--- src/rtl/port_line_pkg.sv ---
// Purpose: Shared constants and types for the port session line control block
// Assumes: Clock of 10 MHz; one port per instance
// Notes:   Status and config codes are local encodings
package port_line_pkg;
  // ==========================================================
  // Timing
  localparam int unsigned CLK_PERIOD_NS = 100;
  localparam int unsigned TICK_NS       = 10_000_000;
  // ==========================================================
  // Characters and defaults
  localparam logic [7:0] CHR_ESC     = 8'h1b;
  localparam logic [7:0] CHR_DEL     = 8'h7f;
  localparam logic [7:0] CHR_CR      = 8'h0d;
  localparam logic [7:0] CHR_XON     = 8'h11;
  localparam logic [7:0] CHR_XOFF    = 8'h13;
  localparam logic [7:0] CHR_SPACE   = 8'h20;
  localparam logic [7:0] IDLE_DEF    = 8'h05;
  localparam logic [7:0] ZERO8       = 8'h00;
  localparam logic [5:0] CMD_ENABLE  = 6'h0b;
  // ==========================================================
  // Modes
  typedef enum logic [1:0] {ENTRY_IDLE = 2'h0, ENTRY_BREAK = 2'h1, ENTRY_SEQ = 2'h2} entry_t;
  typedef enum logic [1:0] {DTR_OFF = 2'h0, DTR_ON = 2'h1, DTR_TIMED = 2'h2} dtr_t;
  typedef enum logic [1:0] {EOM_NONE = 2'h0, EOM_NEWLINE = 2'h1, EOM_CONTROL = 2'h2} eom_t;
  typedef enum logic [1:0] {FLOW_NONE = 2'h0, FLOW_PINS = 2'h1, FLOW_XON = 2'h2} flow_t;
  // ==========================================================
  // Configuration items
  typedef enum logic [3:0] {
    CFG_ENTRY = 4'h0, CFG_ENTRY_SEQ = 4'h1, CFG_DCD = 4'h2, CFG_DTR = 4'h3,
    CFG_ECHO = 4'h4, CFG_EOM = 4'h5, CFG_EOM_CNT = 4'h6, CFG_EXPAND = 4'h7,
    CFG_NEWLINE = 4'h8, CFG_FLOW = 4'h9, CFG_IDLE = 4'ha, CFG_DISABLE = 4'hb,
    CFG_ENABLE = 4'hc
  } cfg_item_t;
  // ==========================================================
  // Call events from the session machinery
  typedef enum logic [2:0] {
    EV_PORT_BUSY = 3'h0, EV_ROTARY_NONE = 3'h1, EV_PORT_FULL = 3'h2, EV_REMOTE_FULL = 3'h3,
    EV_UNIT_FULL = 3'h4, EV_NO_REPLY = 3'h5, EV_OPEN_ACK = 3'h6
  } call_ev_t;
  // Outcome codes
  typedef enum logic [3:0] {
    ST_NONE = 4'h0, ST_PORTS_BUSY = 4'h1, ST_PORT_FULL = 4'h2, ST_REMOTE_FULL = 4'h3,
    ST_UNIT_FULL = 4'h4, ST_NO_RESP = 4'h5, ST_UNEXP_ACK = 4'h6, ST_CALL_OK = 4'h7,
    ST_CLOSED = 4'h8, ST_ABORTED = 4'h9, ST_PARAM_ERR = 4'ha
  } status_t;
endpackage

--- src/rtl/port_session_line_control.sv ---
// Purpose: Per-port line control between a serial user device and the session machinery
// Assumes: Rx bytes arrive from a UART on clk; DTR is an asynchronous pin
// Notes:   Config changes arrive as item/value writes with an ok/error answer
// Operation
// - Specific port refusing or no free rotary port reports ports busy.
// - Port, remote unit, local unit session exhaustion each report distinct failures.
// - No reply to session open ends the call with no-response failure.
// - Open acknowledge without an outstanding open flags unexpected acknowledge.
// - Command entry by idle-only, break, or two-byte sequence; change applies at once.
// - Reset entry sequence is escape then delete.
// - DCD always asserted unless control on; then asserted while sessions exist.
// - Disabled commands rejected unless privileged; disabling unknown name gives error.
// - Enabling unknown name gives parameter error and nothing else.
// - Close by number, or current session when terminated properly.
// - Close reports closed, aborted, or parameter error for bad number.
// - DTR falling with control or timeout set terminates all sessions.
// - DTR low with control set refuses incoming sessions.
// - Timeout mode rings and waits x ticks of 10 ms for DTR; 1-255.
// - DTR control off: sessions proceed; ring while DTR absent, drop on DTR.
// - Outgoing calls allowed under every DTR setting.
// - Local echo returns each received byte except one taken while an xon/xoff byte is sent; off after reset.
// - End of message marks stream and forwards packet; default none, count zero.
// - Newline/control modes end packet on match or count; count needs mode.
// - Expansion echoes expansion byte on newline and drops newline; off after reset.
// - Flow control none, pins, or xon/xoff; xon/xoff after reset.
// - Idle timer restarts per byte, forwards on expiry; 10 ms units, default 5.
// - Newline byte configurable, default carriage return.
`timescale 1ns/1ps

// ==========================================================
// Byte FIFO
module line_fifo #(
  parameter int WIDTH = 9,
  parameter int DEPTH = 32
) (
  input  wire logic             clk,
  input  wire logic             nrst,
  input  wire logic             in_valid,
  output logic                  in_ready,
  input  wire logic [WIDTH-1:0] in_data,
  output logic                  out_valid,
  input  wire logic             out_ready,
  output logic [WIDTH-1:0]      out_data,
  output logic                  room
);
  localparam int AW = $clog2(DEPTH);
  typedef struct packed {
    logic [AW-1:0] wr;
    logic [AW-1:0] rd;
    logic [AW:0]   cnt;
  } fifo_st_t;
  fifo_st_t             s_q, s_d;
  logic [WIDTH-1:0]     mem [DEPTH];
  logic                 push;
  logic                 pop;

  assign in_ready  = s_q.cnt != (AW+1)'(DEPTH);
  assign out_valid = s_q.cnt != '0;
  assign out_data  = mem[s_q.rd];
  assign room      = s_q.cnt < (AW+1)'(DEPTH - 1);
  assign push      = in_valid && in_ready;
  assign pop       = out_valid && out_ready;

  always_comb begin
    s_d = s_q;
    if (push) s_d.wr = s_q.wr + 1'b1;
    if (pop) s_d.rd = s_q.rd + 1'b1;
    s_d.cnt = s_q.cnt + (AW+1)'(push) - (AW+1)'(pop);
  end

  always_ff @(posedge clk or negedge nrst) begin
    if (!nrst) s_q <= '0;
    else s_q <= s_d;
  end

  always_ff @(posedge clk) begin
    if (push) mem[s_q.wr] <= in_data;
  end
endmodule // line_fifo

// ==========================================================
// Line control
module port_session_line_control
  import port_line_pkg::*;
#(
  parameter int NUM_CMDS    = 36,
  parameter int FIFO_DEPTH  = 32,
  parameter int TICK_CYCLES = TICK_NS / CLK_PERIOD_NS
) (
  input  wire logic                    clk,
  input  wire logic                    nrst,
  input  wire logic                    cfg_valid,
  input  wire port_line_pkg::cfg_item_t cfg_item,
  input  wire logic [15:0]             cfg_value,
  output logic                         cfg_ok,
  output logic                         cfg_err,
  input  wire logic                    cmd_valid,
  input  wire logic [5:0]              cmd_id,
  input  wire logic                    cmd_priv,
  output logic                         cmd_accept,
  output logic                         cmd_reject,
  input  wire logic [4:0]              sess_count,
  input  wire logic                    open_pending,
  input  wire logic                    call_ev_valid,
  input  wire port_line_pkg::call_ev_t call_ev,
  input  wire logic                    close_valid,
  input  wire logic                    close_num_given,
  input  wire logic [3:0]              close_num,
  input  wire logic                    close_term_ok,
  input  wire logic                    close_ans_valid,
  input  wire logic                    close_answered,
  output logic                         close_go,
  output logic [3:0]                   close_sel,
  output port_line_pkg::status_t       status_code,
  output logic                         status_valid,
  input  wire logic                    dtr_pin,
  input  wire logic                    in_call_valid,
  output logic                         in_call_accept,
  output logic                         in_call_refuse,
  output logic                         kill_all,
  output logic                         ri,
  output logic                         dcd,
  output logic                         cts,
  output logic                         cmd_mode_enter,
  input  wire logic                    rx_valid,
  input  wire logic [7:0]              rx_data,
  input  wire logic                    rx_break,
  output logic                         rx_ready,
  output logic                         tx_valid,
  output logic [7:0]                   tx_data,
  output logic                         pkt_flush,
  output logic                         net_valid,
  input  wire logic                    net_ready,
  output logic [7:0]                   net_data,
  output logic                         net_eom
);
  import port_line_pkg::*;

  localparam int TW = $clog2(TICK_CYCLES + 1);
  localparam logic [TW-1:0] TICK_LAST = TW'(TICK_CYCLES - 1);

  typedef struct packed {
    entry_t                entry;
    logic [7:0]            seq1;
    logic [7:0]            seq2;
    logic                  dcd_ctl;
    dtr_t                  dtr_mode;
    logic [7:0]            dtr_to;
    logic                  echo;
    eom_t                  eom_mode;
    logic [7:0]            eom_cnt;
    logic                  exp_on;
    logic [7:0]            exp_ch;
    logic [7:0]            nl_ch;
    flow_t                 flow;
    logic [7:0]            idle;
    logic [NUM_CMDS-1:0]   dis;
    logic                  cfg_ok;
    logic                  cfg_err;
    logic                  cmd_ok;
    logic                  cmd_rej;
    logic                  close_go;
    logic [3:0]            close_sel;
    status_t               stat;
    logic                  stat_v;
    logic [7:0]            last;
    logic                  enter;
    logic                  dtr_s1;
    logic                  dtr_s2;
    logic                  dtr_old;
    logic                  ri;
    logic                  ring;
    logic [7:0]            ring_cnt;
    logic [TW-1:0]         tick_cnt;
    logic                  in_acc;
    logic                  in_ref;
    logic                  kill;
    logic                  dcd;
    logic                  tx_v;
    logic [7:0]            tx_d;
    logic                  xoff_sent;
    logic                  cts;
    logic [7:0]            pkt_len;
    logic [7:0]            idle_cnt;
    logic                  flush;
    logic                  rx_rdy;
  } state_t;

  state_t     s_q, s_d;
  logic       tick, take, is_nl, is_ctl, eom_hit, push, echo_go, flow_go, fifo_room, fifo_in_rdy;
  logic [7:0] flow_ch;
  logic       id_ok;

  assign tick    = s_q.tick_cnt == TICK_LAST;
  assign take    = rx_valid && s_q.rx_rdy && fifo_in_rdy;
  assign is_nl   = rx_data == s_q.nl_ch;
  assign is_ctl  = rx_data < CHR_SPACE || rx_data == CHR_DEL;
  assign id_ok   = cfg_value[15:6] == '0 && int'(cfg_value[5:0]) < NUM_CMDS;
  assign push    = take && !(s_q.exp_on && is_nl);
  assign eom_hit = take && ((s_q.eom_mode == EOM_NEWLINE && is_nl) || (s_q.eom_mode == EOM_CONTROL && is_ctl)
                   || (s_q.eom_mode != EOM_NONE && s_q.eom_cnt != ZERO8 && s_q.pkt_len + 8'h01 >= s_q.eom_cnt));
  assign flow_go = s_q.flow == FLOW_XON && (s_q.xoff_sent == fifo_room);
  assign flow_ch = fifo_room ? CHR_XON : CHR_XOFF;
  assign echo_go = take && !flow_go && (s_q.echo || (s_q.exp_on && is_nl));

  always_comb begin
    s_d = s_q;
    s_d.cfg_ok = 1'b0;
    s_d.cfg_err = 1'b0;
    s_d.cmd_ok = 1'b0;
    s_d.cmd_rej = 1'b0;
    s_d.close_go = 1'b0;
    s_d.stat_v = 1'b0;
    s_d.in_acc = 1'b0;
    s_d.in_ref = 1'b0;
    s_d.kill = 1'b0;
    s_d.tx_v = 1'b0;
    s_d.flush = 1'b0;
    s_d.enter = 1'b0;
    s_d.tick_cnt = tick ? '0 : s_q.tick_cnt + 1'b1;
    // ==========================================================
    // Configuration writes
    if (cfg_valid) begin
      s_d.cfg_ok = 1'b1;
      case (cfg_item)
        CFG_ENTRY: if (cfg_value[1:0] == ENTRY_IDLE || cfg_value[1:0] == ENTRY_BREAK) s_d.entry = entry_t'(cfg_value[1:0]);
                   else s_d.cfg_ok = 1'b0;
        CFG_ENTRY_SEQ: begin
          s_d.entry = ENTRY_SEQ;
          s_d.seq1 = cfg_value[15:8];
          s_d.seq2 = cfg_value[7:0];
        end
        CFG_DCD: s_d.dcd_ctl = cfg_value[0];
        CFG_DTR: if (cfg_value[9:8] == DTR_OFF || cfg_value[9:8] == DTR_ON) s_d.dtr_mode = dtr_t'(cfg_value[9:8]);
                 else if (cfg_value[9:8] == DTR_TIMED && cfg_value[7:0] != ZERO8) begin
                   s_d.dtr_mode = DTR_TIMED;
                   s_d.dtr_to = cfg_value[7:0];
                 end else s_d.cfg_ok = 1'b0;
        CFG_ECHO: s_d.echo = cfg_value[0];
        CFG_EOM: if (cfg_value[1:0] != 2'h3) begin
                   s_d.eom_mode = eom_t'(cfg_value[1:0]);
                   if (cfg_value[1:0] == EOM_NONE) s_d.eom_cnt = ZERO8;
                 end else s_d.cfg_ok = 1'b0;
        CFG_EOM_CNT: if (s_q.eom_mode != EOM_NONE) s_d.eom_cnt = cfg_value[7:0];
                     else s_d.cfg_ok = 1'b0;
        CFG_EXPAND: begin
          s_d.exp_on = cfg_value[8];
          s_d.exp_ch = cfg_value[7:0];
        end
        CFG_NEWLINE: s_d.nl_ch = cfg_value[7:0];
        CFG_FLOW: if (cfg_value[1:0] != 2'h3) s_d.flow = flow_t'(cfg_value[1:0]);
                  else s_d.cfg_ok = 1'b0;
        CFG_IDLE: s_d.idle = cfg_value[7:0];
        CFG_DISABLE: if (id_ok) s_d.dis[cfg_value[5:0]] = 1'b1;
                     else s_d.cfg_ok = 1'b0;
        CFG_ENABLE: if (id_ok) s_d.dis[cfg_value[5:0]] = 1'b0;
                    else s_d.cfg_ok = 1'b0;
        default: s_d.cfg_ok = 1'b0;
      endcase
      s_d.cfg_err = !s_d.cfg_ok;
    end
    // ==========================================================
    // Command permission check
    if (cmd_valid) begin
      if (int'(cmd_id) >= NUM_CMDS || (s_q.dis[cmd_id] && !cmd_priv)) s_d.cmd_rej = 1'b1;
      else s_d.cmd_ok = 1'b1;
    end
    // ==========================================================
    // Outcome reporting, close answer first
    if (close_ans_valid) begin
      s_d.stat_v = 1'b1;
      s_d.stat = close_answered ? ST_CLOSED : ST_ABORTED;
    end else if (close_valid) begin
      if (sess_count == '0 || (close_num_given && {1'b0, close_num} >= sess_count)
          || (!close_num_given && !close_term_ok)) begin
        s_d.stat_v = 1'b1;
        s_d.stat = ST_PARAM_ERR;
      end else begin
        s_d.close_go = 1'b1;
        s_d.close_sel = close_num_given ? close_num : 4'h0;
      end
    end else if (call_ev_valid) begin
      s_d.stat_v = 1'b1;
      case (call_ev)
        EV_PORT_BUSY, EV_ROTARY_NONE: s_d.stat = ST_PORTS_BUSY;
        EV_PORT_FULL: s_d.stat = ST_PORT_FULL;
        EV_REMOTE_FULL: s_d.stat = ST_REMOTE_FULL;
        EV_UNIT_FULL: s_d.stat = ST_UNIT_FULL;
        EV_NO_REPLY: s_d.stat = ST_NO_RESP;
        EV_OPEN_ACK: s_d.stat = open_pending ? ST_CALL_OK : ST_UNEXP_ACK;
        default: s_d.stat_v = 1'b0;
      endcase
    end
    // ==========================================================
    // DTR, RI and incoming calls
    s_d.dtr_s1 = dtr_pin;
    s_d.dtr_s2 = s_q.dtr_s1;
    s_d.dtr_old = s_q.dtr_s2;
    if (s_q.dtr_mode != DTR_OFF && s_q.dtr_old && !s_q.dtr_s2) s_d.kill = 1'b1;
    if (s_q.ring) begin
      if (s_q.dtr_s2) begin
        s_d.ring = 1'b0;
        s_d.ri = 1'b0;
        s_d.in_acc = 1'b1;
      end else if (tick) begin
        s_d.ring_cnt = s_q.ring_cnt - 8'h01;
        if (s_q.ring_cnt == 8'h01) begin
          s_d.ring = 1'b0;
          s_d.ri = 1'b0;
          s_d.in_ref = 1'b1;
        end
      end
    end else if (in_call_valid) begin
      case (s_q.dtr_mode)
        DTR_ON: begin
          s_d.in_acc = s_q.dtr_s2;
          s_d.in_ref = !s_q.dtr_s2;
        end
        DTR_TIMED: if (s_q.dtr_s2) s_d.in_acc = 1'b1;
                   else begin
                     s_d.ri = 1'b1;
                     s_d.ring = 1'b1;
                     s_d.ring_cnt = s_q.dtr_to;
                   end
        default: begin
          s_d.in_acc = 1'b1;
          if (!s_q.dtr_s2) s_d.ri = 1'b1;
        end
      endcase
    end else if (s_q.dtr_mode == DTR_OFF && s_q.dtr_s2) s_d.ri = 1'b0;
    s_d.dcd = !s_q.dcd_ctl || sess_count != '0;
    // ==========================================================
    // Command mode entry
    case (s_q.entry)
      ENTRY_IDLE: s_d.enter = take && sess_count == '0;
      ENTRY_BREAK: s_d.enter = rx_break;
      ENTRY_SEQ: s_d.enter = take && s_q.last == s_q.seq1 && rx_data == s_q.seq2;
      default: s_d.enter = 1'b0;
    endcase
    if (take) s_d.last = rx_data;
    // ==========================================================
    // Echo, expansion and flow characters
    if (flow_go) begin
      s_d.tx_v = 1'b1;
      s_d.tx_d = flow_ch;
      s_d.xoff_sent = !fifo_room;
    end else if (echo_go) begin
      s_d.tx_v = 1'b1;
      s_d.tx_d = (s_q.exp_on && is_nl) ? s_q.exp_ch : rx_data;
    end
    s_d.cts = s_q.flow != FLOW_PINS || fifo_room;
    s_d.rx_rdy = fifo_room;
    // ==========================================================
    // Packet forwarding
    if (eom_hit) begin
      s_d.flush = 1'b1;
      s_d.pkt_len = ZERO8;
      s_d.idle_cnt = ZERO8;
    end else if (push) begin
      s_d.pkt_len = s_q.pkt_len + 8'h01;
      s_d.idle_cnt = s_q.idle;
    end else if (tick && s_q.idle_cnt != ZERO8) begin
      s_d.idle_cnt = s_q.idle_cnt - 8'h01;
      if (s_q.idle_cnt == 8'h01 && s_q.pkt_len != ZERO8) begin
        s_d.flush = 1'b1;
        s_d.pkt_len = ZERO8;
      end
    end
  end

  always_ff @(posedge clk or negedge nrst) begin
    if (!nrst) begin
      s_q <= '0;
      s_q.entry <= ENTRY_SEQ;
      s_q.seq1 <= CHR_ESC;
      s_q.seq2 <= CHR_DEL;
      s_q.nl_ch <= CHR_CR;
      s_q.flow <= FLOW_XON;
      s_q.idle <= IDLE_DEF;
      s_q.dcd <= 1'b1;
      s_q.cts <= 1'b1;
      s_q.stat <= ST_NONE;
      s_q.dtr_mode <= DTR_OFF;
      s_q.eom_mode <= EOM_NONE;
    end else begin
      s_q <= s_d;
    end
  end

  line_fifo #(.WIDTH(9), .DEPTH(FIFO_DEPTH)) u_fifo (
    .clk       (clk),
    .nrst      (nrst),
    .in_valid  (push),
    .in_ready  (fifo_in_rdy),
    .in_data   ({eom_hit, rx_data}),
    .out_valid (net_valid),
    .out_ready (net_ready),
    .out_data  ({net_eom, net_data}),
    .room      (fifo_room)
  );

  assign cfg_ok         = s_q.cfg_ok;
  assign cfg_err        = s_q.cfg_err;
  assign cmd_accept     = s_q.cmd_ok;
  assign cmd_reject     = s_q.cmd_rej;
  assign close_go       = s_q.close_go;
  assign close_sel      = s_q.close_sel;
  assign status_code    = s_q.stat;
  assign status_valid   = s_q.stat_v;
  assign in_call_accept = s_q.in_acc;
  assign in_call_refuse = s_q.in_ref;
  assign kill_all       = s_q.kill;
  assign ri             = s_q.ri;
  assign dcd            = s_q.dcd;
  assign cts            = s_q.cts;
  assign cmd_mode_enter = s_q.enter;
  assign rx_ready       = s_q.rx_rdy;
  assign tx_valid       = s_q.tx_v;
  assign tx_data        = s_q.tx_d;
  assign pkt_flush      = s_q.flush;
endmodule // port_session_line_control

--- config.mk ---
export PLATFORM = sky130hd
export DESIGN_NAME = port_session_line_control
export DESIGN_NICKNAME = d
export VERILOG_FILES = /design/src/rtl/port_line_pkg.sv /design/src/rtl/port_session_line_control.sv
export SDC_FILE = /design/constraint.sdc
export NUM_CORES = 1
export LEC_CHECK = 0
export ABC_AREA = 1
export BUFFER_PORTS_ARGS = -buffer_cell sky130_fd_sc_hd__buf_2
export CAP_MARGIN = 15
export CORE_MARGIN = 3
export CORE_UTILIZATION = 55
export DETAILED_ROUTE_END_ITERATION = 10
export GPL_TIMING_DRIVEN = 1
export PLACE_DENSITY = 0.78
export RECOVER_POWER = 25
export SLEW_MARGIN = 20
export SYNTH_ARGS = -nofsm -noshare
export SYNTH_HDL_FRONTEND = slang
export SYNTH_HIERARCHICAL = 1
export SYNTH_SLANG_ARGS = --single-unit
--- constraint.sdc ---
create_clock -name clk -period 4.62 [get_ports clk]
set_input_delay 0.924 -clock clk [delete_from_list [all_inputs] [get_ports clk]]
set_output_delay 0.924 -clock clk [all_outputs]
set_load 0.005 [all_outputs]
=== After elaboration in Yosys (flattened, before gate mapping) ===
Memory sizes are Yosys's and may differ from the RTL's.
Index checks and enable logic that the tools add are counted.

* Bits in writable memories: 288
* Register bits after elaboration: 205
* Memories: 1
* Output and inout port bits: 42
* Word-level logic and storage cells: 296
* Bits of input ports: 63

* $lt $le $gt $ge: 9
* Bitwise gates (word level): 7
* Muxes and demuxes: 74
* Reductions and logical operators: 99
* $add $sub $neg: 8
* Equality and inequality tests: 51

{| class="wikitable"
|+ Memories
! memory !! words !! bits a word !! rd ports !! clocked after memory_dff !! write ports !! line !! source
|-
| u_fifo.mem || 32 || 9 || 1 || 0 || 1 || port_session_line_control.sv:53 || <nowiki>logic [WIDTH-1:0] mem [DEPTH];</nowiki>
|}

{| class="wikitable"
|+ Operators by type and width
! kind !! number
|-
| $mux W36 || 2
|-
| $pmux W36 S2 || 1
|-
| $mux W17 || 3
|-
| $mux W8 || 6
|-
| $mux W10 || 4
|-
| $reduce_bool A8 Y1 || 5
|-
| $and A36 B36 Y36 || 1
|-
| $mux W9 || 4
|-
| $not A36 Y36 || 1
|-
| $or A36 B36 Y36 || 1
|-
| $mux W5 || 7
|-
| $logic_and A1 B1 Y1 || 28
|-
| $mux W1 || 27
|-
| $eq A8 B8 Y1 || 3
|-
| $pmux W4 S6 || 1
|-
| $eq A4 B4 Y1 const B || 5
|-
| $mux W2 || 9
|-
| $reduce_and A3 Y1 || 6
|-
| $reduce_bool A2 Y1 || 9
|-
| $add A17 B1 Y17 const B || 1
|-
| $eq A17 B17 Y1 const B || 1
|-
| $eq A4 B3 Y1 const B || 4
|-
| $eq A8 B1 Y1 const B || 2
|-
| $mux W16 || 1
|-
| 52 further kinds || 116
|}

=== Logic depth before layout (Yosys ltp) ===
Gate-level depths: netlist of the first run.

* Word-level depth: 8
* Gate-level depth with buffers: 22
* Mapped depth without buffers: 21

=== Modules after synthesis ===
Netlist of the first run, hierarchy kept.

{| class="wikitable"
|+ Modules (own cells, without submodules)
! module !! times used !! sequential area each (um2) !! cells each !! area an instance (um2)
|-
| line_fifo || 1 || 9048.7 || 1249 || 13176.4
|-
| port_session_line_control || 1 || 4754.6 || 1266 || 10054.6
|}

=== Worst setup path before layout of the first run ===
No wires, ideal clock.

* Path kind: in2reg
* Start: input rx_data[3]
* End: register u_fifo/s_q[4] (netlist name)
* Buffers on the path: 1
* Slack: 1322 ps
* Library setup time: 125 ps
* Arrival time: 3173 ps
* Cell stages on the path: 19
* Data required time: 4495 ps
* Path through: xor2_1 nor2_1 nand2_1 nor2_1 nand2_1 nand2_2 inv_1 buf_2 nand2_1 ha_1 inv_1 ha_1 inv_1 fa_1 inv_1 a21oi_1 nor2_1 nor2_1 xor2_1

{| class="wikitable"
|+ RTL lines
! what !! line !! source
|-
| start, declared || port_session_line_control.sv:126 || <nowiki>input wire logic [7:0] rx_data,</nowiki>
|-
| end signal, assigned || port_session_line_control.sv:72 || <nowiki>if (!nrst) s_q <= '0;</nowiki>
|-
| end signal, assigned || port_session_line_control.sv:73 || <nowiki>else s_q <= s_d;</nowiki>
|-
| end, declared || port_session_line_control.sv:52 || <nowiki>fifo_st_t s_q, s_d;</nowiki>
|}

=== Final worst setup path of the first run ===
* Start: register u_fifo/s_q[8] (netlist name)
* End: output net_data[2]

* Word-level cells in the longest chain between the ends: 1

{| class="wikitable"
|+ Ends and longest elaborated chain
! what !! line !! source
|-
| $mem_v2 Z32 W9 || - ||
|-
| end, declared || port_session_line_control.sv:134 || <nowiki>output logic [7:0] net_data,</nowiki>
|}

No other way between the ends.

==> flow_summary.json, run 1 <==
{
  "synth-edff-count": 288,
  "die_area_mm2": 0.0447,
  "grt-ovfl-total": 0,
  "synth-seq-cells": 493,
  "netlist_area_mm2": 0.0232,
  "hold_class": "reg2reg",
  "rsz0062_at_grt": "no",
  "viasPerCell": 5.60,
  "hpwl_um": 37500,
  "drt_wl_total_um": 57100,
  "fmax_mhz": 232,
  "fillerInstances": 3343,
  "cp.required_ps": 3700,
  "slew_viol_final": 313,
  "clk_pin_slew_ps": 60,
  "yosysWarningCount": 6,
  "power.leakage_uw": 0.0114,
  "finalCritPeriodShare": 0.935,
  "synth_top_family_by_area": "simple AND/OR/NAND/NOR gates",
  "crit_fanout": 21,
  "peakVddDrop_mv": 0.323,
  "syn_nets": 2618,
  "avgSynthCellArea_um2": 9.24,
  "ios": 105,
  "synth_flop_cell": "edfxtp_1",
  "max-slew-margin-rel": -0.643,
  "cts_setup_buffers": 0,
  "synth-xor-area-share": 0.0185,
  "powerDensity_mw_per_mm2": 527,
  "cts_buffers": 51,
  "numPortBuffers": 104,
  "fp.dieH_um": 212,
  "fp-row-count": 74,
  "hold_viol_final": 0,
  "synth-simple-area-share": 0.225,
  "grt_max_degree": 109,
  "clockBufferDepth": 3,
  "cts.sinks": 493,
  "tightest_slew_ps": 2460,
  "crit_type": "reg2out",
  "cts_tree": "built",
  "holdBufCountCts": 0,
  "ys_seq_area_frac": 0.594,
  "cp.arrival_ps": 3400,
  "gp_congestion": 0.916,
  "drive_gt1_frac": 0.0906,
  "outcome": "finished, violations left",
  "route.vias.total": 17694,
  "cts_root_buf": "clkbuf_16",
  "finalCriticalPeriod_ps": 4320,
  "setup_violations": 0,
  "synth_adder_area_share": 0.0219,
  "fin_ws_ps": 300,
  "drc": 0,
  "syn_inst": 2515,
  "preCtsSetupSlack_ps": 470,
  "postRouteAntennaNets": 0,
  "htreeDepth": 2,
  "setup.worst_path.start_class": "flop",
  "drt_first_pass_iters": 6,
  "async_flop_share": 0.416,
  "die_w_um": 212,
  "maxCapViolCount": 7,
  "synth_cell_types": 49,
  "final_core_util": 0.621,
  "antenna_found_initial": 4,
  "grt_pass1_vias": 16984,
  "layout.nets": 2687,
  "post_cts_resized": 0,
  "core_area_mm2": 0.0413,
  "track_usage": 0.257,
  "start_util": 0.563,
  "grt_pass1_wl_um": 90200,
  "end_kind": "primary output",
  "violations": "capacitance limit, slew limit",
  "synth_compound_area_frac": 0.0641,
  "clock-skew-final_ps": 22.1,
  "initialDrtViolationCount": 1733,
  "area_growth_pct": 10.5,
  "insertion_delay_ps": 590,
  "tns_ps": 0,
  "wl_per_cell_um": 18.1,
  "synth_mux_area_frac": 0.000485
}
==> final timing paths <==
kind / start / end / slack [ps] / cells past startpoint
min in group asynchronous: nrst / cmd_reject / 1080 / 1
worst max register to register: u_fifo/s_q[2] / u_fifo/mem[17][5] / 790 / 12
worst min-delay path: s_d[61] / s_d[60] / 350 / 0
worst max-delay path: u_fifo/s_q[8] / net_data[2] / 300 / 8
max in group asynchronous: nrst / u_fifo/s_q[6] / 1760 / 1
worst min register to register: s_d[61] / s_d[60] / 350 / 0
==> placed cells by master, fill, tap and decap left out, types with 4 or more instances in the layout <==
cell,instances
a21oi_1,44
buf_2,96
buf_4,13
clkbuf_1,32
clkbuf_16,55
clkbuf_8,5
clkinv_1,11
clkinv_2,10
dfrtp_1,183
dfstp_2,20
edfxtp_1,288
ha_1,39
inv_1,303
inv_2,7
nand2_1,741
nand3_1,276
nand4_1,30
nor2_1,160
nor2_2,5
nor3_1,13
nor4_1,6
o2111ai_1,18
o211ai_1,16
o21a_1,18
o21ai_0,134
o22ai_1,4
or2_2,7
xnor2_1,11
xor2_1,38
==> layout make-up <==
class	instances	area (um2)	area share
multi-input combinational	1594	7690	0.300
antenna	1	2.50	0.0000975
clock inverter	15	101	0.00395
clock buffer	80	1520	0.0594
tap	532	666	0.0259
inverter	319	1200	0.0467
sequential	493	13800	0.538
timing repair buffer	125	672	0.0262
==> cells by family after synthesis <==
kind of cell	after synthesis
DFF	493
adders and majority gates	40
muxes	1
and+or+nand+nor	1250
buffers and inverters	428
AOI/OAI and AO/OA	254
xor gates and xnor gates	49
==> power by group <==
group	internal [uW]	switching [uW]	leakage, uW
sequential	5170	443	0.00517
combinational	1270	2680	0.00546
clock	2320	1650	0.000795
total	8760	4770	0.0114
==> critical path, stage by stage, from the launching register on <==
cell and delay [ps]:
dfrtp_1 810, inv_1 540, nand2_1 670, a21oi_1 140, nor2_1 270, nand2_1 90
nand2_1 100, inv_1 50, buf_2 120
==> state kept, by name, indices dropped and copies added, names as in the netlist, 2 cells and up, named ones only <==
register and cells:
close_sel 4, u_fifo/mem 288, u_fifo/s_q 16, s_d 2, tx_data 8, status_code 4, s_q 119
==> cells in the mapped netlist, types with 16 or more instances <==
cell type / instances / area [um2]
a21oi_1: 44 / 220
buf_2: 35 / 175
buf_4: 25 / 188
clkbuf_1: 43 / 161
dfrtp_1: 185 / 4630
dfstp_2: 20 / 526
edfxtp_1: 288 / 8650
ha_1: 39 / 488
inv_1: 303 / 1140
nand2_1: 741 / 2780
nand3_1: 277 / 1390
nand4_1: 30 / 188
nor2_1: 160 / 601
o2111ai_1: 18 / 158
o211ai_1: 16 / 120
o21a_1: 18 / 135
o21ai_0: 134 / 671
xor2_1: 38 / 333
==> per-stage QoR <==
step                      instances  area, um2  power, uW  hold WS, ps
after floorplan                2515      23200       8350          331
after global placement         3063      24100       9430          336
after detailed placement       3063      24100       9570          340
after CTS                      3158      25700      13600          353
after global routing           3159      25700      14300          360
final                          3159      25700      13500          350
==> metal layers <==
metal	global-route usage	share of wire
met1	0.347	0.41
met2	0.432	0.49
met3	0.0375	0.067
met4	0.0871	0.032
met5	0	0.00033
Note: power is estimated with default switching activity, not from simulation.
==> inputs of run 2 (changes only) <==
--- a/config.mk
+++ b/config.mk
@@ -9,10 +9,10 @@
 export BUFFER_PORTS_ARGS = -buffer_cell sky130_fd_sc_hd__buf_2
 export CAP_MARGIN = 15
 export CORE_MARGIN = 3
-export CORE_UTILIZATION = 55
+export CORE_UTILIZATION = 40
 export DETAILED_ROUTE_END_ITERATION = 10
 export GPL_TIMING_DRIVEN = 1
-export PLACE_DENSITY = 0.78
+export PLACE_DENSITY = 0.62
 export RECOVER_POWER = 25
 export SLEW_MARGIN = 20
 export SYNTH_ARGS = -nofsm -noshare
==> run 2 against run 1 <==
  * The flow still finishes with violations (capacitance limit, slew limit)
  * Core utilization shrank 16 points
  * Via count is 1.3% lower
  * Final area increased by 2.2%
  * Global-route usage is 5.6 points lower
  * Critical path type is now in2reg
  * Largest cell class unchanged
  * Highest routed layer unchanged
==> flow_summary.json, run 2 (synthesized netlist as in run 1, its figures left out) <==
{
  "end_kind": "flop",
  "die_area_mm2": 0.0610,
  "setup.worst_path.start_class": "primary input",
  "die_w_um": 247,
  "cp.required_ps": 4910,
  "outcome": "finished, violations left",
  "layout_commonest_cell": "nand2_1",
  "start_util": 0.408,
  "drive_gt1_frac": 0.0956,
  "viasPerCell": 5.14,
  "hold_viol_final": 0,
  "finalCriticalPeriod_ps": 3870,
  "tns_ps": 0,
  "cp.arrival_ps": 4160,
  "crit_buf_inv": 6,
  "layout_common_cells": "nand2_1, inv_1, edfxtp_1",
  "cp_slowest_cell": "clkbuf_1",
  "hpwl_um": 39900,
  "insertion_delay_ps": 620,
  "grt_pass1_vias": 16951,
  "htreeDepth": 2,
  "tightest_slew_ps": 2840,
  "crit_fanout": 35,
  "cts.sinks": 493,
  "grt_pass1_wl_um": 95700,
  "area_growth_pct": 12.9,
  "wl_per_cell_um": 17.9,
  "setup_violations": 0,
  "finalCritPeriodShare": 0.837,
  "violations": "capacitance limit, slew limit",
  "fmax_mhz": 258,
  "crit_type": "in2reg",
  "largest_reg_flops": 288,
  "slew_viol_final": 360,
  "cts_buffers": 54,
  "track_usage": 0.201,
  "route.vias.total": 17456,
  "cpPeakStageDelay_ps": 1560,
  "top_register": "u_fifo/mem",
  "core_area_mm2": 0.0569,
  "hold_slack_ps": 355,
  "fp-row-count": 87,
  "maxCapViolCount": 8,
  "initialDrtViolationCount": 1648,
  "gp_congestion": 0.888,
  "numPortBuffers": 104,
  "cts_tree": "built",
  "power.leakage_uw": 0.0116,
  "reg_top3": "u_fifo/mem: 288 flops, s_q: 119 flops, u_fifo/s_q: 16 flops",
  "postRouteAntennaNets": 0,
  "critPathTopFamily": "buffers and inverters",
  "crit_chain": "clkbuf_1 > clkbuf_1 > inv_1 > nand4_1 > o32ai_1 > nand2_1 > nand3_1 > nand2_1 > buf_4 > inv_1 > buf_4",
  "drt_wl_total_um": 60800,
  "clock-skew-final_ps": 39.9,
  "max-slew-margin-rel": -0.891,
  "fp.dieH_um": 247,
  "post_cts_resized": 0,
  "cts_setup_buffers": 0,
  "layout.nets": 2695,
  "antenna_found_initial": 7,
  "powerDensity_mw_per_mm2": 539,
  "clk_pin_slew_ps": 60,
  "r2r_slack_ps": 1190,
  "rsz0062_at_grt": "no",
  "drt_first_pass_iters": 5,
  "ios": 105,
  "holdBufCountCts": 0,
  "hold_class": "reg2reg",
  "drc": 0,
  "grt_max_degree": 156,
  "peakVddDrop_mv": 0.519,
  "cts_root_buf": "clkbuf_16",
  "grt-ovfl-total": 0,
  "clockBufferDepth": 3
}
-- run 2: cell types whose count changed in the layout (fill, tap and decap cells not counted), sizes merged --
cell,change
clkinvlp,+3
diode,+5
clkinv,+6
buf,+3
inv,+1
clkbuf,-11
bufinv,+8
-- run 2: final cells by class --
type	count	area (um2)
sequential	493	13800
inverter	319	1200
clock buffer	67	1430
fill	5407	30700
clock inverter	33	423
multi-input combinational	1594	7690
antenna	6	15.0
tap	756	946
timing repair buffer	130	717
-- run 2: routing by layer --
layer	GRT usage	share of wire	vias up	wire [um]
met5	0	0.00021	-	13
met4	0.0675	0.030	2	1830
met3	0.0386	0.067	115	4050
met2	0.328	0.47	549	28500
met1	0.269	0.43	8392	26300
li1	-	-	8398	-
-- run 2: final timing paths --
check                      cells after the start       start                 to
max reg2reg                                   18    s_q[136]      u_fifo/s_q[4]
max                                           11  rx_data[7]  u_fifo/mem[24][8]
min                                            0     s_d[61]            s_d[60]
min reg2reg                                    0     s_d[61]            s_d[60]
max in group asynchronous                      1        nrst      u_fifo/s_q[6]
min in group asynchronous                      1        nrst          async pin
-- run 2: through the flow --
step           instance area [um2]  power (uW)  setup WS [ps]  utilization  std cells
6_report                     26200       14100            751        0.461       3398
5_1_grt                      26200       15000            333        0.461       3394
4_1_cts                      26200       14200            802        0.461       3392
3_5_place_dp                 24400        9700            643        0.428       3292
3_3_place_gp                 24400        9620            618        0.428       3292
2_1_floorplan                23200        8350           1320            -       2515
-- run 2: power breakdown --
group	switching, uW	internal, uW	leakage, uW	total (uW)
combinational	2770	1310	0.00549	4080
sequential	398	5170	0.00517	5570
clock	1790	2700	0.000895	4500
